$ cat config.mk
export PLATFORM = sky130hd
export DESIGN_NAME = ioer_block
export DESIGN_NICKNAME = d
export VERILOG_FILES = /design/src/ioer_pkg.sv /design/src/ioer_cell.sv /design/src/ioer_block.sv
export SDC_FILE = /design/constraint.sdc
export NUM_CORES = 1
export LEC_CHECK = 0
export ABC_CLOCK_PERIOD_IN_PS = 2600
export BUFFER_PORTS_ARGS = -buffer_cell sky130_fd_sc_hd__buf_2
export CAP_MARGIN = 20
export CORE_MARGIN = 5
export CORE_UTILIZATION = 55
export CTS_BUF_LIST = sky130_fd_sc_hd__clkbuf_2
export CTS_CLUSTER_DIAMETER = 50
export DETAILED_ROUTE_END_ITERATION = 10
export PLACE_DENSITY = 0.84
export SYNTH_ARGS = -nofsm -noshare
export SYNTH_HDL_FRONTEND = slang
export SYNTH_SLANG_ARGS = --single-unit
$ cat constraint.sdc
create_clock -name CORE_CLK -period 2.6 [get_ports CORE_CLK]
set_input_delay 0.26 -clock CORE_CLK [delete_from_list [all_inputs] [get_ports CORE_CLK]]
set_output_delay 0.26 -clock CORE_CLK [all_outputs]
set_load 0.01 [all_outputs]
$ cat src/ioer_pkg.sv
// Contract
// - Each pin cell has input, output and output-enable flops around its buffer.
// - Input flop has its own clock and clock enable selection.
// - Output and enable flops share one clock and one clock enable.
// - Each cell selects its own enable, clock enables, clears and clocks.
// - One shared clear/preset source per cell, acting as clear or preset.
// - Each cell's flops start high or low when configuration completes.
// - Start low makes the shared control a clear, start high a preset.
// - A synchronous reset acts on the active clock edge.
// - Two combinational input paths; differing delays disable the input flop.
// - Each cell works as input-only, output-only or bidirectional.
// - A group of three cells takes 21 data and control lines.
// - Each cell returns one selectable input plus one combinational input.
// - Side groups drive row, column, direct; edge groups column only.
// - Six dedicated I/O clock lines can clock the cells.
package ioer_pkg;
    localparam int CELLS = 3;
    localparam int IO_CLKS = 6;
    localparam int DLY_TAPS = 3;
    // Register byte offsets on the bus.
    localparam logic [3:0] CFG0_OFS = 4'h0;
    localparam logic [3:0] CFG1_OFS = 4'h4;
    localparam logic [3:0] CFG2_OFS = 4'h8;
    localparam logic [3:0] STAT_OFS = 4'hC;
    // Status field positions.
    localparam int STAT_PIN_POS = 0;
    localparam int STAT_OUT_POS = 4;
    localparam int STAT_OE_POS = 8;
    localparam int STAT_BLK_POS = 12;
    // Direction modes of a cell.
    localparam logic [1:0] MODE_OFF = 2'h0;
    localparam logic [1:0] MODE_IN = 2'h1;
    localparam logic [1:0] MODE_OUT = 2'h2;
    localparam logic [1:0] MODE_BIDIR = 2'h3;
    // Clock selections: 0 to 5 pick a dedicated line.
    localparam logic [2:0] CLK_ROUTE = 3'h6;
    localparam logic [2:0] CLK_NONE = 3'h7;
    localparam logic [1:0] RESP_OKAY = 2'h0;
    localparam logic [1:0] RESP_SLVERR = 2'h2;
    localparam logic [31:0] CFG_RESET = 32'h0000_0000;

    // One cell configuration word, bit 0 at the right.
    typedef struct packed {
        logic [12:0] rsvd;
        logic [1:0] mode;
        logic pwr_high;
        logic aclr_en;
        logic sclr_en;
        logic in_reg_en;
        logic [1:0] delay_a;
        logic [1:0] delay_b;
        logic oe_fixed;
        logic cein_fixed;
        logic ceout_fixed;
        logic [2:0] in_clk_sel;
        logic [2:0] out_clk_sel;
    } ioer_cfg_t;

    // Control lines that the logic array drives into one cell.
    typedef struct packed {
        logic dataout;
        logic oe;
        logic ce_in;
        logic ce_out;
        logic clk;
        logic aclr;
        logic sclr;
    } ioer_ctl_t;
endpackage

$ cat src/ioer_cell.sv
module ioer_cell (
    input wire logic clk,
    input wire logic rst_n,
    input wire ioer_pkg::ioer_cfg_t cfg,
    input wire logic load,
    input wire logic pin_sync,
    input wire ioer_pkg::ioer_ctl_t ctl,
    input wire logic [ioer_pkg::IO_CLKS-1:0] io_clk,
    output logic pin_out,
    output logic pin_oe,
    output logic datain,
    output logic comb_datain,
    output logic in_blocked
);
    logic in_q;
    logic out_q;
    logic oe_q;
    logic [ioer_pkg::DLY_TAPS-1:0] dly;
    logic in_edge;
    logic out_edge;
    logic in_tick;
    logic out_tick;
    logic aclr;
    logic sclr;
    logic init;
    logic path_a;
    logic path_b;

    // Clock strobe picked from a dedicated line or from routing.
    function automatic logic pick_clk(input logic [2:0] sel, input logic [5:0] lines, input logic route);
        pick_clk = (sel == ioer_pkg::CLK_ROUTE) ? route : (sel < 3'h6) ? lines[sel] : 1'b0;
    endfunction

    // Input and output sides choose clocks and enables apart.
    assign in_edge = pick_clk(cfg.in_clk_sel, io_clk, ctl.clk);
    assign out_edge = pick_clk(cfg.out_clk_sel, io_clk, ctl.clk);
    assign in_tick = in_edge & (cfg.cein_fixed | ctl.ce_in);
    assign out_tick = out_edge & (cfg.ceout_fixed | ctl.ce_out);
    // One shared clear/preset per cell; its polarity follows the start value.
    assign aclr = cfg.aclr_en & ctl.aclr;
    assign sclr = cfg.sclr_en & ctl.sclr;
    assign init = cfg.pwr_high;

    // Two combinational paths, each tapping the delay line at its own depth.
    assign path_a = (cfg.delay_a == 2'h0) ? pin_sync : dly[cfg.delay_a - 2'h1];
    assign path_b = (cfg.delay_b == 2'h0) ? pin_sync : dly[cfg.delay_b - 2'h1];
    assign in_blocked = cfg.delay_a != cfg.delay_b;

    // Delay line standing in for the programmable delay chain.
    always_ff @(posedge clk) begin
        if (!rst_n) begin
            dly <= '0;
        end else begin
            dly <= {dly[ioer_pkg::DLY_TAPS-2:0], pin_sync};
        end
    end

    // Three cell flops: clear/preset first, then sync reset, then data.
    always_ff @(posedge clk) begin
        if (!rst_n) begin
            in_q <= 1'b0;
            out_q <= 1'b0;
            oe_q <= 1'b0;
        end else if (load || aclr) begin
            in_q <= init;
            out_q <= init;
            oe_q <= init;
        end else begin
            if (in_tick && !in_blocked) begin
                in_q <= sclr ? init : pin_sync;
            end
            if (out_tick) begin
                out_q <= sclr ? init : ctl.dataout;
                oe_q <= sclr ? init : ctl.oe;
            end
        end
    end

    // Direction mode decides who controls the buffer enable.
    assign pin_oe = (cfg.mode == ioer_pkg::MODE_BIDIR) ? oe_q :
        (cfg.mode == ioer_pkg::MODE_OUT) ? (cfg.oe_fixed | oe_q) : 1'b0;
    assign pin_out = out_q;
    assign datain = (cfg.in_reg_en && !in_blocked) ? in_q : path_a;
    assign comb_datain = path_b;

    input_off_a: assert property (@(posedge clk) disable iff (!rst_n)
        (cfg.mode == ioer_pkg::MODE_IN) |-> !pin_oe) else $error("enable in input mode");
    clear_wins_a: assert property (@(posedge clk) disable iff (!rst_n)
        aclr |=> (out_q == $past(init)) && (in_q == $past(init))) else $error("clear lost");
    hold_ce_a: assert property (@(posedge clk) disable iff (!rst_n)
        (!out_tick && !aclr && !load) |=> $stable(out_q) && $stable(oe_q)) else $error("no hold");
    // A blocked input flop must ignore its strobe entirely.
    blocked_in_a: assert property (@(posedge clk) disable iff (!rst_n)
        (in_blocked && !aclr && !load) |=> $stable(in_q)) else $error("blocked flop used");
    sync_clr_a: assert property (@(posedge clk) disable iff (!rst_n)
        (out_tick && sclr && !aclr && !load) |=> out_q == $past(init)) else $error("sclr");
endmodule

$ cat src/ioer_block.sv
// Implementation choices: the register offsets and the AXI4-Lite register port.
module ioer_block #(
    parameter bit EDGE_GROUP = 1'b0
) (
    input wire logic CORE_CLK,
    input wire logic RESET_N,
    input wire logic [3:0] S_AXI_AWADDR,
    input wire logic S_AXI_AWVALID,
    output logic S_AXI_AWREADY,
    input wire logic [31:0] S_AXI_WDATA,
    input wire logic [3:0] S_AXI_WSTRB,
    input wire logic S_AXI_WVALID,
    output logic S_AXI_WREADY,
    output logic [1:0] S_AXI_BRESP,
    output logic S_AXI_BVALID,
    input wire logic S_AXI_BREADY,
    input wire logic [3:0] S_AXI_ARADDR,
    input wire logic S_AXI_ARVALID,
    output logic S_AXI_ARREADY,
    output logic [31:0] S_AXI_RDATA,
    output logic [1:0] S_AXI_RRESP,
    output logic S_AXI_RVALID,
    input wire logic S_AXI_RREADY,
    input wire logic [ioer_pkg::IO_CLKS-1:0] IO_CLK,
    input wire logic [2:0] LA_DATAOUT,
    input wire logic [2:0] LA_OE,
    input wire logic [2:0] LA_CE_IN,
    input wire logic [2:0] LA_CE_OUT,
    input wire logic [2:0] LA_CLK,
    input wire logic [2:0] LA_ACLR,
    input wire logic [2:0] LA_SCLR,
    input wire logic [2:0] PIN_IN,
    output logic [2:0] PIN_OUT,
    output logic [2:0] PIN_OE,
    output logic [2:0] COL_DATAIN,
    output logic [2:0] COL_COMB_DATAIN,
    output logic [2:0] ROW_DATAIN,
    output logic [2:0] ROW_COMB_DATAIN,
    output logic [2:0] DIRECT_DATAIN,
    output logic [2:0] DIRECT_COMB_DATAIN
);
    localparam int N = ioer_pkg::CELLS;

    // Configuration, write and read channel state.
    ioer_pkg::ioer_cfg_t cfg [N];
    logic [N-1:0] load;
    logic [N-1:0] next_load;
    logic [3:0] aw_addr;
    logic aw_full;
    logic [31:0] w_data;
    logic [3:0] w_strb;
    logic w_full;
    logic b_valid;
    logic [1:0] b_resp;
    logic r_valid;
    logic [31:0] r_data;
    logic [1:0] r_resp;

    // Pin synchronisers and per-cell results.
    logic [N-1:0] pin_s1;
    logic [N-1:0] pin_s2;
    logic [N-1:0] cell_out;
    logic [N-1:0] cell_oe;
    logic [N-1:0] cell_din;
    logic [N-1:0] cell_comb;
    logic [N-1:0] cell_blk;

    // Decode of the bus addresses.
    logic aw_take;
    logic w_take;
    logic wr_go;
    logic ar_take;
    logic wr_cfg;
    logic [1:0] wr_idx;
    logic rd_cfg;
    logic rd_stat;
    logic [1:0] rd_idx;
    logic [31:0] stat_word;
    logic [31:0] rd_word;

    // Byte-lane merge of a write into a stored word.
    function automatic logic [31:0] merge(input logic [31:0] old, input logic [31:0] wd, input logic [3:0] be);
        logic [31:0] res;
        res = old;
        for (int b = 0; b < 4; b++) begin
            if (be[b]) begin
                res[8*b +: 8] = wd[8*b +: 8];
            end
        end
        merge = res;
    endfunction

    // Channel handshakes; a held write blocks new write requests until answered.
    assign S_AXI_AWREADY = !aw_full && !b_valid;
    assign S_AXI_WREADY = !w_full && !b_valid;
    assign S_AXI_ARREADY = !r_valid;
    assign aw_take = S_AXI_AWVALID && S_AXI_AWREADY;
    assign w_take = S_AXI_WVALID && S_AXI_WREADY;
    assign ar_take = S_AXI_ARVALID && S_AXI_ARREADY;
    assign wr_go = aw_full && w_full && !b_valid;

    // Write address decode.
    assign wr_idx = aw_addr[3:2];
    assign wr_cfg = (aw_addr == ioer_pkg::CFG0_OFS) || (aw_addr == ioer_pkg::CFG1_OFS)
        || (aw_addr == ioer_pkg::CFG2_OFS);

    // Read address decode and data selection.
    assign rd_idx = S_AXI_ARADDR[3:2];
    assign rd_cfg = (S_AXI_ARADDR == ioer_pkg::CFG0_OFS) || (S_AXI_ARADDR == ioer_pkg::CFG1_OFS)
        || (S_AXI_ARADDR == ioer_pkg::CFG2_OFS);
    assign rd_stat = S_AXI_ARADDR == ioer_pkg::STAT_OFS;
    assign stat_word = {17'h0_0000, cell_blk, 1'b0, cell_oe, 1'b0, cell_out, 1'b0, pin_s2};
    assign rd_word = rd_cfg ? cfg[rd_idx] : rd_stat ? stat_word : 32'h0000_0000;

    // Address phase capture.
    always_ff @(posedge CORE_CLK) begin
        if (!RESET_N) begin
            aw_full <= 1'b0;
            aw_addr <= 4'h0;
        end else if (aw_take) begin
            aw_full <= 1'b1;
            aw_addr <= S_AXI_AWADDR;
        end else if (wr_go) begin
            aw_full <= 1'b0;
        end
    end

    // Data phase capture; it may arrive before or after the address.
    always_ff @(posedge CORE_CLK) begin
        if (!RESET_N) begin
            w_full <= 1'b0;
            w_data <= 32'h0000_0000;
            w_strb <= 4'h0;
        end else if (w_take) begin
            w_full <= 1'b1;
            w_data <= S_AXI_WDATA;
            w_strb <= S_AXI_WSTRB;
        end else if (wr_go) begin
            w_full <= 1'b0;
        end
    end

    // Write response; unmapped or read-only offsets answer with an error.
    always_ff @(posedge CORE_CLK) begin
        if (!RESET_N) begin
            b_valid <= 1'b0;
            b_resp <= ioer_pkg::RESP_OKAY;
        end else if (wr_go) begin
            b_valid <= 1'b1;
            b_resp <= wr_cfg ? ioer_pkg::RESP_OKAY : ioer_pkg::RESP_SLVERR;
        end else if (S_AXI_BREADY) begin
            b_valid <= 1'b0;
        end
    end

    // Read response, one cycle after the address is taken.
    always_ff @(posedge CORE_CLK) begin
        if (!RESET_N) begin
            r_valid <= 1'b0;
            r_data <= 32'h0000_0000;
            r_resp <= ioer_pkg::RESP_OKAY;
        end else if (ar_take) begin
            r_valid <= 1'b1;
            r_data <= rd_word;
            r_resp <= (rd_cfg || rd_stat) ? ioer_pkg::RESP_OKAY : ioer_pkg::RESP_SLVERR;
        end else if (S_AXI_RREADY) begin
            r_valid <= 1'b0;
        end
    end

    assign S_AXI_BVALID = b_valid;
    assign S_AXI_BRESP = b_resp;
    assign S_AXI_RVALID = r_valid;
    assign S_AXI_RDATA = r_data;
    assign S_AXI_RRESP = r_resp;

    // Pin levels pass two flops before any cell logic reads them.
    always_ff @(posedge CORE_CLK) begin
        if (!RESET_N) begin
            pin_s1 <= '0;
            pin_s2 <= '0;
        end else begin
            pin_s1 <= PIN_IN;
            pin_s2 <= pin_s1;
        end
    end

    // Configuration storage and the completion pulse per cell.
    generate
        for (genvar i = 0; i < N; i++) begin : g_cell
            ioer_pkg::ioer_ctl_t ctl;

            assign next_load[i] = wr_go && wr_cfg && (wr_idx == 2'(i));

            // A cell config write completes configuration of that cell.
            always_ff @(posedge CORE_CLK) begin
                if (!RESET_N) begin
                    cfg[i] <= ioer_pkg::CFG_RESET;
                    load[i] <= 1'b0;
                end else begin
                    load[i] <= next_load[i];
                    if (next_load[i]) begin
                        cfg[i] <= merge(cfg[i], w_data, w_strb);
                    end
                end
            end

            // Seven routing lines per cell, 21 for the group.
            assign ctl.dataout = LA_DATAOUT[i];
            assign ctl.oe = LA_OE[i];
            assign ctl.ce_in = LA_CE_IN[i];
            assign ctl.ce_out = LA_CE_OUT[i];
            assign ctl.clk = LA_CLK[i];
            assign ctl.aclr = LA_ACLR[i];
            assign ctl.sclr = LA_SCLR[i];

            ioer_cell u_cell (
                .clk(CORE_CLK),
                .rst_n(RESET_N),
                .cfg(cfg[i]),
                .load(load[i]),
                .pin_sync(pin_s2[i]),
                .ctl(ctl),
                .io_clk(IO_CLK),
                .pin_out(cell_out[i]),
                .pin_oe(cell_oe[i]),
                .datain(cell_din[i]),
                .comb_datain(cell_comb[i]),
                .in_blocked(cell_blk[i])
            );
        end
    endgenerate

    // Buffer side of the group.
    assign PIN_OUT = cell_out;
    assign PIN_OE = cell_oe;

    // Column routing is always driven; edge groups leave row and direct idle.
    assign COL_DATAIN = cell_din;
    assign COL_COMB_DATAIN = cell_comb;
    assign ROW_DATAIN = EDGE_GROUP ? 3'h0 : cell_din;
    assign ROW_COMB_DATAIN = EDGE_GROUP ? 3'h0 : cell_comb;
    assign DIRECT_DATAIN = EDGE_GROUP ? 3'h0 : cell_din;
    assign DIRECT_COMB_DATAIN = EDGE_GROUP ? 3'h0 : cell_comb;

    // The write response stands until the master accepts it.
    bresp_hold_a: assert property (@(posedge CORE_CLK) disable iff (!RESET_N)
        (S_AXI_BVALID && !S_AXI_BREADY) |=> S_AXI_BVALID && $stable(S_AXI_BRESP))
        else $error("write response dropped");

    // Read data stands until taken.
    rdata_hold_a: assert property (@(posedge CORE_CLK) disable iff (!RESET_N)
        (S_AXI_RVALID && !S_AXI_RREADY) |=> S_AXI_RVALID && $stable(S_AXI_RDATA))
        else $error("read data changed");

    // A config write starts the cell from its start value two cycles later.
    start_value_a: assert property (@(posedge CORE_CLK) disable iff (!RESET_N)
        next_load[0] |=> ##1 (PIN_OUT[0] == cfg[0].pwr_high)) else $error("start value");

    // Edge groups leave row and direct routing idle; side groups match row data to column data and direct comb to column comb.
    edge_row_a: assert property (@(posedge CORE_CLK) disable iff (!RESET_N)
        (EDGE_GROUP ? ((ROW_DATAIN | ROW_COMB_DATAIN | DIRECT_DATAIN | DIRECT_COMB_DATAIN) == 3'h0)
        : ((ROW_DATAIN == COL_DATAIN) && (DIRECT_COMB_DATAIN == COL_COMB_DATAIN))))
        else $error("edge group row drive");

    // Status reads report the synchronised pin levels.
    stat_read_a: assert property (@(posedge CORE_CLK) disable iff (!RESET_N)
        (ar_take && rd_stat) |=> S_AXI_RDATA[2:0] == $past(pin_s2)) else $error("status pins");

    // Output and enable flops change only together on the shared strobe.
    shared_clk_a: assert property (@(posedge CORE_CLK) disable iff (!RESET_N)
        (cfg[0].mode == ioer_pkg::MODE_BIDIR) && (cfg[0].out_clk_sel == ioer_pkg::CLK_ROUTE) && !LA_CLK[0]
        && !LA_ACLR[0] && !load[0] && !next_load[0] |=> $stable(PIN_OE[0]) && $stable(PIN_OUT[0]))
        else $error("enable moved without clock");
endmodule

# After elaboration in Yosys (flattened, before gate mapping)

Memories as Yosys holds them, arrays and structs flattened.
Index checks and enable logic that the tools add are counted.

Reduce and logical (&&, ||, !) cells: 51
Eq/ne operators: 22
Bitwise logic cells: 24
Multiplexer cells: 138
$lt $le $gt $ge: 18
$add $sub $neg: 6

Operators by type and width:

| cell                                                        | count |
|---|---|
| two-way mux 8 bit                                           | 36 |
| two-way mux 32 bit                                          | 4 |
| two-way mux 1 bit                                           | 83 |
| less-than comparator 3 x 4 -> 1 bit (second input constant) | 6 |
| nonzero test 2 bit                                          | 10 |
| binary-select mux 1 bit (select 3 bit)                      | 6 |
| equality test 3 bit (second input constant)                 | 6 |
| less-than comparator 2 x 3 -> 1 bit (second input constant) | 6 |
| less-than comparator 3 bit (second input constant)          | 6 |
| logical AND 1 bit                                           | 17 |
| two-way mux 15 bit                                          | 1 |
| equality test 2 bit (second input constant)                 | 7 |
| logical NOT 2 bit                                           | 7 |
| bitwise AND 1 bit                                           | 12 |
| binary-select mux 1 bit (select 2 bit)                      | 6 |
| equality test 4 bit (second input constant)                 | 3 |
| OR 1 bit                                                    | 12 |
| subtractor 2 x 1 -> 2 bit (second input constant)           | 6 |
| equality test 4 x 3 -> 1 bit (second input constant)        | 2 |
| logical NOT 4 bit                                           | 2 |
| logical OR 1 bit                                            | 8 |
| logical NOT 1 bit                                           | 7 |
| inequality test 2 bit                                       | 3 |
| two-way mux 2 bit                                           | 2 |
| equality test 2 x 1 -> 1 bit (second input constant)        | 1 |

Memories kept: 1
Memory bits (writable): 96
Flip-flop bits (word level): 107
Logic and storage cells: 287
Bits of input ports: 81

Memories:

| name | words | width | rd ports | clocked after Yosys merged registers in | wr ports | line             | text |
|---|---|---|---|---|---|---|---|
| cfg  | 3     | 32    | 4        | 0                                       | 3        | ioer_block.sv:45 | `ioer_pkg::ioer_cfg_t cfg [N];` |

# Depth between registers and ports, before layout

Word-level depth: 9
Mapped depth: 7
Gate-level depth less buffers: 6

# By module

A second synthesis with hierarchy kept.

Cell total of the unflattened synthesis: 912
Area total of the unflattened synthesis: 9496.6 µm²

Modules (own cells, without submodules):

| module     | seq. area each (µm²) | cells an instance | instances | area an instance (µm²) |
|---|---|---|---|---|
| ioer_block | 4624.4               | 726               | 1         | 7830.0 |
| ioer_cell  | 120.1                | 62                | 3         | 555.5 |

# Worst setup path before layout

No wires, ideal clock.

Path type: reg2reg
From: reg b_valid, in the netlist S_AXI_BVALID
To: mem cfg[0][16] (netlist bit), enable pin
Clock period less this slack: 2138 ps
Buffers on the path: 0
Cell stages (with the launch flop): 5
Arrival time: 1812 ps
Path slack: 462 ps
Cells stage by stage: dfxtp_1 > nand3b_4 > a2111oi_4 > nor4b_4 > a21o_1

RTL lines:

| item                     | line              | text |
|---|---|---|
| start: declaration       | ioer_block.sv:53  | `logic b_valid;` |
| start signal: assignment | ioer_block.sv:146 | `b_valid <= 1'b0;` |
| start signal: assignment | ioer_block.sv:149 | `b_valid <= 1'b1;` |
| start signal: assignment | ioer_block.sv:152 | `b_valid <= 1'b0;` |
| end: declaration         | ioer_block.sv:45  |  |

==> impl_metrics.py <==
metrics = {
    "drt": {
        "vias": 7590,
        "wl_per_cell_um": 18.5,
        "dr.pass1.iters": 5,
        "drt_iter0_drc": 727,
        "post-route-drc-count": 0,
        "avgViaCountPerCell": 5.49,
        "wl_um": 25600,
        "postRouteAntennaNets": 0,
    },
    "setup_path": {
        "timing.rr.end": "g_cell[2].u_cell.oe_q",
        "rrSetupSlack_ps": 150,
        "worst-path-max-fanout": 3,
        "worstSetupPathType": "flop to primary output",
        "cp.required_ps": 2340,
        "end_kind": "primary output",
        "reg2reg_depth": 5,
        "cp-start-kind": "flop",
        "timing.rr.start": "cfg[2][15]",
        "cp.arrival_ps": 2600,
    },
    "place": {
        "dp_hpwl_um": 16200,
        "place_ws_ps": 338,
        "dp_cells": 1185,
        "gp_congestion": 0.926,
        "io_buffers": 143,
    },
    "clocking": {
        "cts-buffers-inserted": 50,
        "cts.clk_slew.worst_paths_ps": 130,
        "cts_tree": "yes",
        "root_buffer": "clkbuf_2",
        "clk_latency_ps": 810,
        "cts.sinks": 201,
        "htree_levels": 2,
        "cts_buffer_depth": 3,
    },
    "die": {
        "start_util_pct": 55.5,
        "io_pins": 146,
        "core_area_um2": 16500,
        "dieArea_um2": 19300,
        "die_h_um": 139,
        "die_width_um": 139,
        "core.rowCount": 47,
    },
    "timing": {
        "relSlewSlack_pct": 47.7,
        "hold_viol": 0,
        "fin_crit_sh_pct": 110,
        "setup_violations": 9,
        "setup_ws_ps": -262,
        "rsz0062_at_grt": "true",
        "fmax_ghz": 0.349,
        "min_period_ps": 2860,
        "finClkSkew_ps": 73.0,
        "worstMarginPinSlew_ps": 784,
        "final_max_slew_viol_count": 0,
    },
    "worst_hold_path": {
        "min_path_type": "input port to flop",
        "whs_endpoint": "g_cell[0].u_cell.oe_q",
        "hold_depth": 5,
        "hp-start": "LA_CLK[0]",
    },
    "grt": {
        "first_global_vias": 7665,
        "overflow": 0,
        "grt.total_usage_pct": 25.7,
        "grt_pass1_wl_um": 39900,
        "grt_max_degree": 52,
        "antenna_found_initial": 1,
    },
    "final_layout": {
        "register_area_um2": 4980,
        "nets": 1209,
        "nFillCells": 1143,
        "fin_util_pct": 70.0,
        "area_delta_synth_final_pct": 26.2,
        "multiInputGateArea_um2": 3830,
        "drive_gt1_share_pct": 27.2,
        "instances_no_fill": 1383,
    },
    "outcome": {
        "status": "complete, but fails checks",
        "violations": "negative setup slack",
    },
    "yosys": {
        "synth_seq_cells": 201,
        "synth_common_cells": "nand2_1 (140), and2_1 (106), dfxtp_1 (105)",
        "yosys.area.top_type": "edfxtp_1",
        "synth_edf_count": 96,
        "syn_area_per_cell_um2": 10.4,
        "ys_async_sr_fraction_pct": 0,
        "synth_compound_area_share_pct": 11.4,
        "syn_area_um2": 9140,
        "synth_xor_area_share_pct": 0.575,
        "synthMostInstantiatedCell": "nand2_1",
        "synth_warnings": 0,
        "synth_cell_types": 45,
        "synth_top_area_share_pct": 31.5,
        "synth_top_family_by_area": "simple AND/OR/NAND/NOR gates",
        "synth_area_leaders": "edfxtp_1 (32%), dfxtp_1 (23%), and2_1 (7.3%)",
        "synthFlopType": "dfxtp_1",
        "synth_mux_area_share_pct": 8.89,
        "yosys.area_share.adder_pct": 0.822,
        "ys_seq_area_share_pct": 54.6,
        "synth_simple_gate_area_share_pct": 18.4,
        "synth_cells": 881,
    },
    "power_and_ir_drop": {
        "p_per_area_nw_per_um2": 557,
        "peakVddDrop_mv": 0.377,
        "p_leak_uw": 0.00497,
    },
    "job": {
        "maxCapViolCount": 0,
    },
}
[stage by stage]
| stage | hold WS, ps | total power (uW) | cell area (um^2) | setup TNS (ps) |
|---|---|---|---|---|
| after floorplan | 387 | 3980 | 9140 | 0 |
| after global placement | 415 | 4200 | 9860 | 0 |
| after detailed placement | 426 | 4220 | 9860 | 0 |
| after CTS | 21.0 | 6380 | 11400 | -2100 |
| after global routing | 81.9 | 6700 | 11500 | -3430 |
| final | 72.3 | 6430 | 11500 | -2220 |
[state kept, by name, indices dropped and copies added, names as in the netlist]
signal / cells
S_AXI_BRESP: 1
cfg: 96
pin_s2: 3
w_full: 1
g_cell.u_cell.oe_q: 3
g_cell.u_cell.pin_out: 3
aw_addr: 4
g_cell.u_cell.dly: 9
S_AXI_RDATA: 32
pin_s1: 3
g_cell.u_cell.in_q: 3
aw_full: 1
w_strb: 4
S_AXI_RRESP: 1
w_data: 32
load: 3
S_AXI_RVALID: 1
S_AXI_BVALID: 1
[cells by family after synthesis]
logic type                 Yosys count
and+or+nand+nor                    335
buffers and inverters               96
other                                1
AOI/OAI and AO/OA                  158
adders and majority gates            6
xor gates and xnor gates             6
DFF                                201
muxes                               78
[per-layer routing]
metal,track usage [%],vias up,wire length [um],part of all wire [%]
met5,0,-,0,0
met4,13.0,0,1120,4.4
met3,5.17,97,2130,8.3
met2,43.1,379,12400,49
met1,31.7,3540,9900,39
li1,-,3574,-,-
[layout make-up]
| type | count | area share, % |
|---|---|---|
| Sequential cell | 201 | 43.2 |
| Multi-Input combinational cell | 585 | 33.2 |
| Timing Repair Buffer | 264 | 16.6 |
| Clock buffer | 77 | 3.34 |
| Tap cell | 220 | 2.39 |
| Inverter | 20 | 0.651 |
| Clock inverter | 14 | 0.488 |
| Antenna cell | 2 | 0.0434 |
[critical path, stage by stage, from the launching register on]
cell      delay, ps
edfxtp_1        410
inv_2            60
ha_4            270
mux2_4          310
a221oi_4        260
a221oi_2         60
a31o_2          280
buf_6           130
[worst max path at each step]
stage	start	to	slack, ps
2_1_floorplan	S_AXI_BVALID	cfg[0][16]	460
5_1_grt	cfg[0][11]	DIRECT_DATAIN[0]	-350
6_report	cfg[2][11]	ROW_DATAIN[2]	-260
4_1_cts	cfg[2][11]	DIRECT_DATAIN[2]	-260
3_3_place_gp	S_AXI_BVALID	cfg[0][19]	430
3_5_place_dp	S_AXI_BVALID	cfg[0][23]	340
[power by group]
part	leakage, uW	internal [uW]	switching [uW]
Sequential	0.00185	3430	127
Clock	0.000351	784	1290
Combinational	0.00277	382	411
Total	0.00497	4600	1830
[placed cells by master (no fill, tap or decap), types with 4 or more instances in the layout]
| cell | instances |
|---|---|
| and2_1 | 106 |
| dlygate4sd3_1 | 90 |
| a21o_1 | 9 |
| mux2_2 | 12 |
| inv_2 | 14 |
| o21ai_0 | 34 |
| xor2_1 | 6 |
| a22oi_1 | 21 |
| buf_2 | 134 |
| buf_4 | 30 |
| a21oi_1 | 41 |
| inv_1 | 7 |
| dfxtp_1 | 105 |
| clkinv_1 | 10 |
| o211ai_1 | 6 |
| nor2_1 | 48 |
| nor2b_1 | 8 |
| nand2_1 | 140 |
| clkbuf_2 | 77 |
| a221oi_2 | 4 |
| nand3_1 | 4 |
| ha_4 | 6 |
| a222oi_1 | 8 |
| a31oi_1 | 12 |
| mux2i_1 | 61 |
| and2_2 | 7 |
| buf_6 | 9 |
| nand3b_1 | 9 |
| edfxtp_1 | 96 |
[what timing repair did]
action	4_1_cts	5_1_grt
endpoints found under the hold margin	61	0
hold buffers	90	0
gates resized for setup	26	17
buffers inserted	8	7
setup endpoints to repair	18	18
pin swaps	6	0
(Power assumes the default switching activity.)
